===== config.mk =====
export PLATFORM = sky130hd
export DESIGN_NAME = ppg_programmer
export DESIGN_NICKNAME = d
export VERILOG_FILES = /design/src/hdl/ppg_pkg.sv /design/src/hdl/ppg_timer_if.sv /design/src/hdl/ppg_programmer.sv /design/src/hdl/ppg_timer.sv
export SDC_FILE = /design/constraint.sdc
export NUM_CORES = 1
export LEC_CHECK = 0
export BUFFER_PORTS_ARGS = -buffer_cell sky130_fd_sc_hd__buf_2
export CAP_MARGIN = 20
export CORE_MARGIN = 2
export CORE_UTILIZATION = 62
export CTS_BUF_LIST = sky130_fd_sc_hd__clkbuf_4 sky130_fd_sc_hd__clkbuf_8
export CTS_CLUSTER_SIZE = 16
export DETAILED_ROUTE_END_ITERATION = 8
export PLACE_DENSITY = 0.82
export SETUP_SLACK_MARGIN = 0.2
export SLEW_MARGIN = 20
export SYNTH_ARGS = -nofsm -noshare
export SYNTH_HDL_FRONTEND = slang
export SYNTH_SLANG_ARGS = --single-unit
export TNS_END_PERCENT = 1

===== constraint.sdc =====
create_clock -name core_clk -period 4.4 [get_ports core_clk]
set_clock_uncertainty 0.05 [all_clocks]
set_input_delay 0.44 -clock core_clk [delete_from_list [all_inputs] [get_ports core_clk]]
set_output_delay 0.44 -clock core_clk [all_outputs]
set_load 0.005 [all_outputs]

===== src/hdl/ppg_pkg.sv =====
package ppg_pkg;
  localparam int CLK_PERIOD_NS = 10; // Core clock period
  localparam int WORD_COUNT = 256; // Words in the memory
  localparam int ADDR_W = 8; // Address width
  localparam int DATA_W = 8; // Word width
  localparam logic [ADDR_W-1:0] ADDR_FIRST = 8'h00; // Sweep start
  localparam logic [ADDR_W-1:0] ADDR_LAST = 8'hff; // Sweep end
  localparam int SWEEP_MIN = 32; // Least number of full sweeps
  localparam logic [5:0] SWEEP_W_MAX = 6'h3f; // Sweep count field limit
  // Times in microseconds
  localparam int T_SUPPLY_SETUP_US = 100; // Supplies negative before pulse
  localparam int T_COMP_HOLD_US = 25; // Complement address hold
  localparam int T_TRUE_SETUP_US = 10; // True address before program pulse
  localparam int T_PULSE_US = 3000; // Program pulse width (3 ms)
  localparam int T_DATA_HOLD_US = 10; // Data and address hold after pulse
  localparam int T_SUPPLY_HOLD_US = 10; // Supplies held after pulse
  localparam int T_OFF_US = 16000; // Supplies off, keeps duty under 20 %
  // Cycle counts, least times rounded up
  localparam int CYC_COMP = (T_COMP_HOLD_US * 1000 + CLK_PERIOD_NS - 1) / CLK_PERIOD_NS;
  localparam int CYC_TRUE =
    ((T_SUPPLY_SETUP_US - T_COMP_HOLD_US) * 1000 + CLK_PERIOD_NS - 1) / CLK_PERIOD_NS;
  localparam int CYC_HOLD = (T_DATA_HOLD_US * 1000 + CLK_PERIOD_NS - 1) / CLK_PERIOD_NS;
  localparam int CNT_W = 32; // Timer width
  typedef enum logic [5:0] {
    PPG_IDLE = 6'h01,
    PPG_COMP = 6'h02,
    PPG_TRUE = 6'h04,
    PPG_PULSE = 6'h08,
    PPG_HOLD = 6'h10,
    PPG_OFF = 6'h20
  } ppg_state_e;
endpackage


===== src/hdl/ppg_timer_if.sv =====
`timescale 1ns/10ps
`default_nettype none
interface ppg_timer_if;
  import ppg_pkg::*;
  logic load; // Start a new interval
  logic [CNT_W-1:0] count; // Interval length in cycles
  logic done; // Interval elapsed
  modport ctrl (output load, output count, input done);
  modport tmr (input load, input count, output done);
endinterface
`default_nettype wire


===== src/hdl/ppg_programmer.sv =====
// Functional notes
// Blank part reads zero; only ones written
// Target has 256 eight-bit words
// Device decodes address as in read
// Complement address when supplies go negative
// Complement held at least 25 us
// True address 10 us before pulse
// Ascending sweep 0..255, 32 times minimum
// Output pins carry write data
// Low data level programs a one
// Whole word written in one pulse
// Supplies and program driven as pulses
// Device is static, needs no clock
// Per-word step order, then advance
`timescale 1ns/10ps
`default_nettype none
module ppg_programmer
  import ppg_pkg::*;
#(
  parameter int PULSE_CYC = T_PULSE_US * 1000 / CLK_PERIOD_NS, // Pulse, rounded down
  parameter int OFF_CYC = T_OFF_US * 1000 / CLK_PERIOD_NS // Rest between words
) (
  input wire logic core_clk, // Clock
  input wire logic rst_b, // Synchronous reset, low
  input wire logic start, // Begin programming, pulse
  input wire logic [5:0] sweepCount, // Sweeps to run, below 32 uses 32
  output logic wordReq, // Data wanted for wordAddr
  output logic [ADDR_W-1:0] wordAddr, // Word needing data
  input wire logic [DATA_W-1:0] wordData, // Image byte for wordAddr
  output logic busy, // Sequence running
  output logic doneP, // One-cycle pulse at finish
  output logic [ADDR_W-1:0] promAddr, // Address pins, true high
  output logic [DATA_W-1:0] promDataOut, // Data pins drive value
  output logic [DATA_W-1:0] promDataOe, // Data pins driven
  output logic gateSupplyOn, // Pulsed_gate_supply negative
  output logic drainSupplyOn, // Pulsed drain supply negative
  output logic progPulseOn, // Program pulse negative
  output logic progMode // Programming connection, bias applied
);
  ppg_timer_if tif (); // Interval timer link
  ppg_state_e state_q; // Sequencer state
  logic [ADDR_W-1:0] addr_q; // Current word
  logic [5:0] sweep_q; // Sweeps finished
  logic [5:0] target_q; // Sweeps wanted
  logic done_q; // Finish pulse
  logic lastWord; // Final word of final sweep
  logic stepDone; // Rest over, go to next word
  logic finish; // Rest over, whole image written
  // Interval timer, one interval per phase
  ppg_timer u_tmr (
    .core_clk(core_clk),
    .rst_b(rst_b),
    .tif(tif)
  );
  // Sweep count compared one ahead, so the last sweep ends cleanly
  assign lastWord = (addr_q == ADDR_LAST) && (sweep_q + 6'h1 >= target_q);
  assign stepDone = (state_q == PPG_OFF) && tif.done && !lastWord;
  assign finish = (state_q == PPG_OFF) && tif.done && lastWord;
  // Entering each timed state loads its interval
  always_comb begin
    tif.load = 1'b0;
    tif.count = 32'h0;
    case (state_q)
      // Complement phase follows an accepted start
      PPG_IDLE: begin
        tif.load = start;
        tif.count = CNT_W'(CYC_COMP);
      end
      // True address waits out the rest of the supply setup
      PPG_COMP: begin
        tif.load = tif.done;
        tif.count = CNT_W'(CYC_TRUE);
      end
      // Program pulse width
      PPG_TRUE: begin
        tif.load = tif.done;
        tif.count = CNT_W'(PULSE_CYC);
      end
      // Data, address and supplies held after the pulse
      PPG_PULSE: begin
        tif.load = tif.done;
        tif.count = CNT_W'(CYC_HOLD);
      end
      // Supplies off; a long rest keeps the duty cycle low
      PPG_HOLD: begin
        tif.load = tif.done;
        tif.count = CNT_W'(OFF_CYC);
      end
      // Next word, unless the image is complete
      PPG_OFF: begin
        tif.load = stepDone;
        tif.count = CNT_W'(CYC_COMP);
      end
      // Unreachable codes load nothing
      default: begin
        tif.load = 1'b0;
        tif.count = 32'h0;
      end
    endcase
  end
  // Sequencer: comp, true, pulse, hold, rest, advance
  always_ff @(posedge core_clk) begin
    if (!rst_b) begin
      state_q <= PPG_IDLE;
    end else begin
      case (state_q)
        PPG_IDLE: begin
          // A start while running never reaches here, so it is ignored
          if (start) state_q <= PPG_COMP;
        end
        PPG_COMP: begin
          // Complement held long enough; switch to true address
          if (tif.done) state_q <= PPG_TRUE;
        end
        PPG_TRUE: begin
          // Supplies settled; apply the program pulse
          if (tif.done) state_q <= PPG_PULSE;
        end
        PPG_PULSE: begin
          // Pulse over; keep everything for the hold time
          if (tif.done) state_q <= PPG_HOLD;
        end
        PPG_HOLD: begin
          // Release supplies and data, then rest
          if (tif.done) state_q <= PPG_OFF;
        end
        PPG_OFF: begin
          // Rest over: next word or back to idle
          if (stepDone) state_q <= PPG_COMP;
          else if (finish) state_q <= PPG_IDLE;
        end
        default: state_q <= PPG_IDLE;
      endcase
    end
  end
  // Address and sweep counting, ascending with wrap
  always_ff @(posedge core_clk) begin
    if (!rst_b) begin
      addr_q <= ADDR_FIRST;
      sweep_q <= 6'h0;
      target_q <= 6'h0;
    end else if (state_q == PPG_IDLE && start) begin
      addr_q <= ADDR_FIRST;
      sweep_q <= 6'h0;
      // Fewer than the least sweep count is never allowed
      target_q <= (sweepCount < 6'(SWEEP_MIN)) ? 6'(SWEEP_MIN) : sweepCount;
    end else if (state_q == PPG_OFF && tif.done) begin
      // Wraps to the first word after the last; the sweep counter saturates
      addr_q <= addr_q + 8'h1;
      if (addr_q == ADDR_LAST && sweep_q != SWEEP_W_MAX) begin
        sweep_q <= sweep_q + 6'h1;
      end
    end
  end
  // Finish pulse, one cycle as the sequencer returns to idle
  always_ff @(posedge core_clk) begin
    if (!rst_b) begin
      done_q <= 1'b0;
    end else begin
      done_q <= finish;
    end
  end
  // Address pins: complement first, then true value
  always_ff @(posedge core_clk) begin
    if (!rst_b) begin
      promAddr <= 8'h00;
    end else if (state_q == PPG_IDLE && start) begin
      // First word, complemented as the supplies go negative
      promAddr <= ~ADDR_FIRST;
    end else if (state_q == PPG_COMP && tif.done) begin
      // Switch to true only after the complement hold
      promAddr <= addr_q;
    end else if (stepDone) begin
      // Next word, complemented again with the supplies
      promAddr <= ~(addr_q + 8'h1);
    end
  end
  // Data pins: a one in the image drives the pin low
  // Taken on the last complement cycle and held past the pulse
  always_ff @(posedge core_clk) begin
    if (!rst_b) begin
      promDataOut <= 8'h00;
      promDataOe <= 8'h00;
    end else if (state_q == PPG_COMP && tif.done) begin
      promDataOut <= ~wordData;
      promDataOe <= 8'hff;
    end else if (state_q == PPG_HOLD && tif.done) begin
      // Pins released with the supplies
      promDataOut <= 8'h00;
      promDataOe <= 8'h00;
    end
  end
  // Gate and drain supplies pulsed together per word
  always_ff @(posedge core_clk) begin
    if (!rst_b) begin
      gateSupplyOn <= 1'b0;
      drainSupplyOn <= 1'b0;
    end else if ((state_q == PPG_IDLE && start) || stepDone) begin
      // Rise together with the complement address
      gateSupplyOn <= 1'b1;
      drainSupplyOn <= 1'b1;
    end else if (state_q == PPG_HOLD && tif.done) begin
      // Fall only after the hold time, never during the pulse
      gateSupplyOn <= 1'b0;
      drainSupplyOn <= 1'b0;
    end
  end
  // Program pulse spans exactly the pulse state
  always_ff @(posedge core_clk) begin
    if (!rst_b) begin
      progPulseOn <= 1'b0;
    end else if (state_q == PPG_TRUE && tif.done) begin
      progPulseOn <= 1'b1;
    end else if (state_q == PPG_PULSE && tif.done) begin
      progPulseOn <= 1'b0;
    end
  end
  // Programming connection from accepted start to the last word's rest
  always_ff @(posedge core_clk) begin
    if (!rst_b) begin
      progMode <= 1'b0;
    end else if (state_q == PPG_IDLE && start) begin
      progMode <= 1'b1;
    end else if (finish) begin
      progMode <= 1'b0;
    end
  end
  // Handshake and status outputs: wordReq and busy decoded from state, wordAddr and doneP from registers
  assign wordReq = (state_q == PPG_COMP);
  assign wordAddr = addr_q;
  assign busy = (state_q != PPG_IDLE);
  assign doneP = done_q;
endmodule // ppg_programmer
`default_nettype wire


===== src/hdl/ppg_timer.sv =====
`timescale 1ns/10ps
`default_nettype none
module ppg_timer
  import ppg_pkg::*;
(
  input wire logic core_clk, // Clock
  input wire logic rst_b, // Synchronous reset, low
  ppg_timer_if.tmr tif // Load and done
);
  logic [CNT_W-1:0] remain_q; // Cycles left
  // Count down to zero; done while remain is one
  always_ff @(posedge core_clk) begin
    if (!rst_b) begin
      remain_q <= '0;
    end else if (tif.load) begin
      remain_q <= tif.count;
    end else if (remain_q != '0) begin
      remain_q <= remain_q - 32'h1;
    end
  end
  // Done must not look at load: the sequencer builds load from done
  assign tif.done = (remain_q == 32'h1);
endmodule // ppg_timer
`default_nettype wire


==> impl_metrics.tcl, run 1 <==
set metrics [dict create \
    status "finished, final reports clean" \
    cts_hold_buf 0 \
    endpoint_kind "flop" \
    grt_use_met2_pct 43.49 \
    dr.first_iter.drc_count 289 \
    syn_avg_cell_area_um2 8.253 \
    clock_path_buffers 2 \
    fin_setup_tns_ns 0 \
    setup_viol 0 \
    max_freq_ghz 0.3273 \
    antenna_cells 0 \
    cp.required_ns 4.61 \
    area_growth_syn_to_layout_pct 10.68 \
    die_y_um 83.93 \
    ys_seq_elements 79 \
    clock_latency_ns 0.37 \
    rsz0062_at_grt "no" \
    layout_common_cells "nor2_1 (81), dfxtp_1 (79), buf_2 (55), nand2_1 (50), a21oi_1 (37)" \
    initial_core_util_pct 63.11 \
    p_leak_nw 1.825 \
    period_needed_ns 3.055 \
    core_area_um2 6277 \
    dp_hpwl_um 6434 \
    grtUsageMet1_pct 32.61 \
    port_buffers 55 \
    grt_pass1_vias 3271 \
    r2r_slack_ns 1.35 \
    yosysWarnings 0 \
    gr-usage-all-layers_pct 26.29 \
    die_w_um 83.93 \
    drt_pass1_iterations 5 \
    drt-total-wl_um 8974 \
    synth_cell_types 53 \
    synth_ff_type "dfxtp_1" \
    synthTopCellsByArea "dfxtp_1 (40%), nor2_1 (7.7%), xor2_1 (6.0%)" \
    yosysSeqAreaShare_pct 39.92 \
    cts_resized 0 \
    worst-path-max-fanout 7 \
    use_met3_pct 6.627 \
    critPathArrivalTime_ns 3.27 \
    tritoncts "yes" \
    gr-total-overflow 0 \
    synth_top_area_cell "dfxtp_1" \
    placementRows 29 \
    ys_async_sr_fraction_pct 0 \
    r2r-end "promAddr[5]" \
    cts-root-buf "clkbuf_8" \
    routedWlPerCell_um 14.91 \
    whs_path_depth 3 \
    holdWs_ns 0.2814 \
    drive_gt1_share_pct 16.57 \
    worst_slew_pin_slew_ns 0.8716 \
    drc_errors 0 \
    critical_path_class "flop to flop" \
    postCtsSetupRepairBufs 0 \
    period_share_pct 69.43 \
    antenna_found_initial 0 \
    syn-instance-count 480 \
    synth-edff-count 0 \
    vias 3585 \
    grt.busiest_layer "met2" \
    cap_violations 0 \
    finalHoldViolCount 0 \
    timing.max_slew.rel_slack_pct 41.89 \
    die_area_um2 7044 \
    gp_congestion 0.8975 \
    syn-num-nets 507 \
    peakVddDrop_mv 0.5099 \
    min_path_type "primary input to flop" \
    grt_pass1_wl_um 15080 \
    r2r_cells 10 \
    synth_top_area_share_pct 39.92 \
    final_common_cell "nor2_1" \
    slew_violations 0 \
    io_pins 56 \
    ant_nets 0 \
    min_from "sweepCount[1]" \
    numCtsBuffers 9 \
    clk_pin_slew_ns 0.09 \
    synth_area_um2 3961 \
    startpoint_type "flop" \
    power_density_nw_per_um2 640.2 \
    grt_max_degree 36 \
    cts_max_level 3 \
    clkSinkCount 79 \
    routed_via_density 5.955 \
    timing.rr.start "sweep_q[0]" \
    nets 547 \
    min_to "target_q[1]" \
]
state kept, by name (all words and copies together), names as in the netlist:
register and cells:
wordAddr 8, doneP 1, progMode 1, promDataOut 8
promAddr 8, state_q 6, drainSupplyOn 1, progPulseOn 1
target_q 6, sweep_q 6, promDataOe 1, u_tmr.remain_q 32
Yosys cell counts, types with 6 or more instances:
master / count
nand2_1: 50
nand3_1: 19
nor3_1: 10
inv_1: 11
a31oi_1: 8
o21ai_0: 9
o221a_2: 6
dfxtp_1: 79
xor2_1: 27
ha_1: 10
xnor2_1: 22
nor4_1: 10
nor2_1: 81
or3_1: 7
a21oi_1: 37
clkbuf_1: 14
and3_1: 7
buf_4: 8
area by class of cell:
class                           instances  area (um2)
Fill cell                             501        1893
Clock inverter                          7       55.05
Multi-Input combinational cell        362        2180
Clock buffer                            9       123.9
Timing Repair Buffer                   56       302.8
Inverter                               12       45.04
Tap cell                               77       96.34
Sequential cell                        79        1582
cell families after synthesis:
logic type / share of synthesized area [%]
flops: 39.92
simple gates: 26.88
xor+xnor: 10.83
mux: 0.5054
buf+inv: 5.053
compound gates: 13.65
fa+ha+maj: 3.159
worst max-delay path by stage:
stage,start,end,slack (ns),depth (start not counted)
2_1_floorplan,sweep_q[0],promAddr[2],1.78,10
3_3_place_gp,sweep_q[0],promAddr[2],1.55,10
3_5_place_dp,sweep_q[0],promAddr[5],1.46,10
4_1_cts,sweep_q[0],promAddr[5],1.42,10
5_1_grt,sweep_q[0],promAddr[5],1.19,10
6_report,sweep_q[0],promAddr[5],1.35,10
metal layers:
layer	part of all wire, %	routed length [um]	vias to the layer above
met3	6.1	547	29
met2	47	4232	133
met5	0	0	-
met4	2.5	220	0
met1	44	3973	1678
li1	-	-	1745
stage by stage:
stage	setup slack [ns]	total power [mW]	util, %	std cells	instance area (um2)
6_report	1.345	2.807	69.84	602	4384
5_1_grt	1.192	3.012	69.84	602	4384
4_1_cts	1.415	2.800	69.40	601	4357
3_5_place_dp	1.455	2.295	66.55	585	4178
3_3_place_gp	1.545	2.270	66.55	585	4178
2_1_floorplan	1.775	2.046	-	480	3961
worst max-delay path, cell delays in order (launching register included):
cell	delay [ns]
dfxtp_1	0.42
ha_1	0.25
nand3_1	0.16
xnor2_1	0.17
ha_1	0.30
nand4_1	0.10
o221a_2	0.32
o21a_1	0.19
o21ai_1	0.41
nand2_1	0.24
o221a_2	0.33
report_power, final:
part           leakage, nW  internal [mW]  total [mW]  switching, mW
Sequential           0.643          0.866        1.01          0.141
Clock               0.0866          0.210       0.501          0.290
Combinational         1.10          0.532        1.30          0.767
Total                 1.83           1.61        2.81           1.20
Power figures use the tool's default switching activity.
==> run 2: changes to the inputs <==
--- a/config.mk
+++ b/config.mk
@@ -5,14 +5,15 @@
 export SDC_FILE = /design/constraint.sdc
 export NUM_CORES = 1
 export LEC_CHECK = 0
+export ABC_AREA = 1
 export BUFFER_PORTS_ARGS = -buffer_cell sky130_fd_sc_hd__buf_2
 export CAP_MARGIN = 20
 export CORE_MARGIN = 2
-export CORE_UTILIZATION = 62
+export CORE_UTILIZATION = 60
 export CTS_BUF_LIST = sky130_fd_sc_hd__clkbuf_4 sky130_fd_sc_hd__clkbuf_8
 export CTS_CLUSTER_SIZE = 16
 export DETAILED_ROUTE_END_ITERATION = 8
-export PLACE_DENSITY = 0.82
+export PLACE_DENSITY = 0.79
 export SETUP_SLACK_MARGIN = 0.2
 export SLEW_MARGIN = 20
 export SYNTH_ARGS = -nofsm -noshare
==> constraint.sdc (replaced) <==
create_clock -name core_clk -period 3 [get_ports core_clk]
set_clock_uncertainty 0.05 [all_clocks]
set_input_delay 0.3 -clock core_clk [delete_from_list [all_inputs] [get_ports core_clk]]
set_output_delay 0.3 -clock core_clk [all_outputs]
set_load 0.005 [all_outputs]
==> impl_metrics.tcl, run 2 <==
set metrics [dict create \
    seq_area_um2 1582 \
    critPathBufInv 2 \
    layout_common_cells "nand2_1 (143), nor2_1 (110), dfxtp_1 (79), inv_1 (63), buf_2 (55)" \
    dp_hpwl_um 7912 \
    peakVddDrop_mv 0.4933 \
    period_needed_ns 2.571 \
    yosysWarnings 0 \
    ys_async_sr_fraction_pct 0 \
    ys_top_cells_by_count "nand2_1 (143), nor2_1 (110), dfxtp_1 (79)" \
    yosysMostFrequentCell "nand2_1" \
    critPathMaxStageDelay_ns 0.40 \
    antenna_found_initial 0 \
    synth_cell_types 40 \
    r2r_cells 15 \
    synth_top_area_cell "dfxtp_1" \
    io_pins 56 \
    cts_max_level 3 \
    finalHoldViolCount 0 \
    critPathArrivalTime_ns 2.76 \
    whs_path_depth 3 \
    power_density_nw_per_um2 1047 \
    nets 725 \
    cp.required_ns 3.19 \
    clk_pin_slew_ns 0.08 \
    synth_area_um2 4474 \
    die_w_um 90.36 \
    ys_seq_elements 79 \
    dr.first_iter.drc_count 215 \
    fin_setup_tns_ns 0 \
    max_freq_ghz 0.3890 \
    routed_via_density 5.303 \
    grt_max_degree 28 \
    placementRows 31 \
    initial_core_util_pct 61.69 \
    n_fill_cell 635 \
    syn_avg_cell_area_um2 6.894 \
    final_common_cell "nand2_1" \
    die_y_um 90.36 \
    synth_top_area_share_pct 35.35 \
    synth-edff-count 0 \
    routedWlPerCell_um 13.23 \
    endpoint_kind "flop" \
    syn-num-nets 676 \
    clock_path_buffers 2 \
    die_area_um2 8164 \
    pre_cts_ws_ns 0.3645 \
    yosysSeqAreaShare_pct 35.35 \
    timing.max_slew.rel_slack_pct 54.46 \
    crit_cells 15 \
    power_mw 5.253 \
    synth_ff_type "dfxtp_1" \
    core_area_um2 7253 \
    r2r-end "u_tmr.remain_q[19]" \
    p_leak_nw 2.432 \
    period_share_pct 85.68 \
    worstPathCellList "nand3_1 -> nand3b_1 -> xnor2_2 -> ha_1 -> nand2_1 -> inv_1 -> a21oi_1 -> nand2_1 -> nand2_1 -> nand3_4 -> nand3_4 -> buf_4 -> nor2_1 -> nor2_1 -> nor2_1" \
    syn-instance-count 649 \
    gr-total-overflow 0 \
    area_growth_syn_to_layout_pct 12.11 \
    worst_slew_pin_slew_ns 0.6778 \
    clock_latency_ns 0.36 \
    port_buffers 55 \
    timing.rr.start "sweep_q[2]" \
    ant_nets 0 \
    antenna_cells 0 \
    slew_violations 0 \
    cp_slowest_cell "dfxtp_1" \
    crit_family "simple AND/OR/NAND/NOR gates" \
    worstSetupEndpoint "u_tmr.remain_q[19]" \
    setup_viol 0 \
    grt_pass1_vias 3944 \
    numCtsBuffers 9 \
    min_path_type "primary input to flop" \
    cts-root-buf "clkbuf_8" \
    largest_reg_flops 32 \
    startpoint_type "flop" \
    drc_errors 0 \
    synthTopCellsByArea "dfxtp_1 (35%), nand2_1 (12%), nor2_1 (9.2%)" \
    worst-path-max-fanout 14 \
    r2r_slack_ns 0.43 \
    gr-usage-all-layers_pct 26.21 \
    clkSinkCount 79 \
    cap_violations 0 \
    status "finished, final reports clean" \
    top_register "u_tmr.remain_q" \
    drt_pass1_iterations 5 \
    gp_congestion 0.9151 \
    grt_pass1_wl_um 17530 \
    rsz0062_at_grt "no" \
    tritoncts "yes" \
    critical_path_class "flop to flop" \
    multi_input_area_um2 2486 \
    vias 4253 \
    setup_ws_ns 0.4295 \
    drt-total-wl_um 10610 \
    drive_gt1_share_pct 16.79 \
    crit_start "sweep_q[2]" \
]
## run 2: cell types whose count changed after synthesis, moves of 9 or more
cell      change
nand2_1      +93
inv_1        +52
nor2_1       +29
nand4_1      +17
xnor2_1      -13
nor2_2       +10
xor2_1       -10
clkbuf_1      -9
nand2_2       +9
nand3_1       +9
## run 2: metal layers
metal  part of all wire [%]  GRT usage [%]  vias up
met5                      0              0        -
met4                    2.0          11.15        0
met3                    5.8          5.509       17
met2                     48          43.36      121
met1                     45          33.19     1934
li1                       -              -     2181
## run 2: worst min path at each step
stage,startpoint,endpoint,slack (ns)
after floorplan,target_q[0],target_q[0],0.38
after CTS,sweepCount[1],target_q[1],0.13
after detailed placement,progPulseOn,progPulseOn,0.40
after global placement,promDataOut[6],promDataOut[6],0.40
final,sweepCount[1],target_q[1],0.14
after global routing,sweepCount[4],target_q[4],0.13
## run 2: report_power, final
group	switching, mW	internal, mW
combinational	1.86	0.956
clock	0.390	0.573
sequential	0.212	1.26
total	2.46	2.79
## run 2: cell type report
class                      instances  area share (%)
clock inverter                     5           2.120
inverter                          69           5.163
timing repair buffer              61           6.386
tap                               99           2.469
sequential                        79           31.53
clock buffer                      11           2.769
multi-input combinational        478           49.56
## run 2: cell families after synthesis
kind of cell,Yosys count,share of synthesized area (%)
XOR/XNOR,26,5.090
buffers and inverters,92,9.424
flip-flops,79,35.35
AO/OA/AOI/OAI,82,10.35
AND/OR/NAND/NOR,360,37.00
adder cells (fa/ha/maj),10,2.796
## run 2: per-stage QoR
stage          std cells  hold slack, ns  util [%]  cell area [um2]
2_1_floorplan        649          0.3822         -             4474
3_3_place_gp         785          0.3998     65.46             4748
3_5_place_dp         785          0.4030     65.46             4748
4_1_cts              801          0.1269     68.85             4994
5_1_grt              802          0.1272     69.16             5016
6_report             802          0.1363     69.16             5016
## run 2: worst reg2reg max path, cell delays in order, from the launching register on
cell and delay (ns):
dfxtp_1 0.40, nand3_1 0.13, nand3b_1 0.23, xnor2_2 0.18, ha_1 0.30, nand2_1 0.08
inv_1 0.04, a21oi_1 0.15, nand2_1 0.07, nand2_1 0.15, nand3_4 0.13, nand3_4 0.12
buf_4 0.21, nor2_1 0.07, nor2_1 0.09, nor2_1 0.05
## run 2: what timing repair did
action                     CTS  global route
setup endpoints to repair    0            25
hold buffers                 0             0
setup buffers                0             1
gates resized for setup      0             2
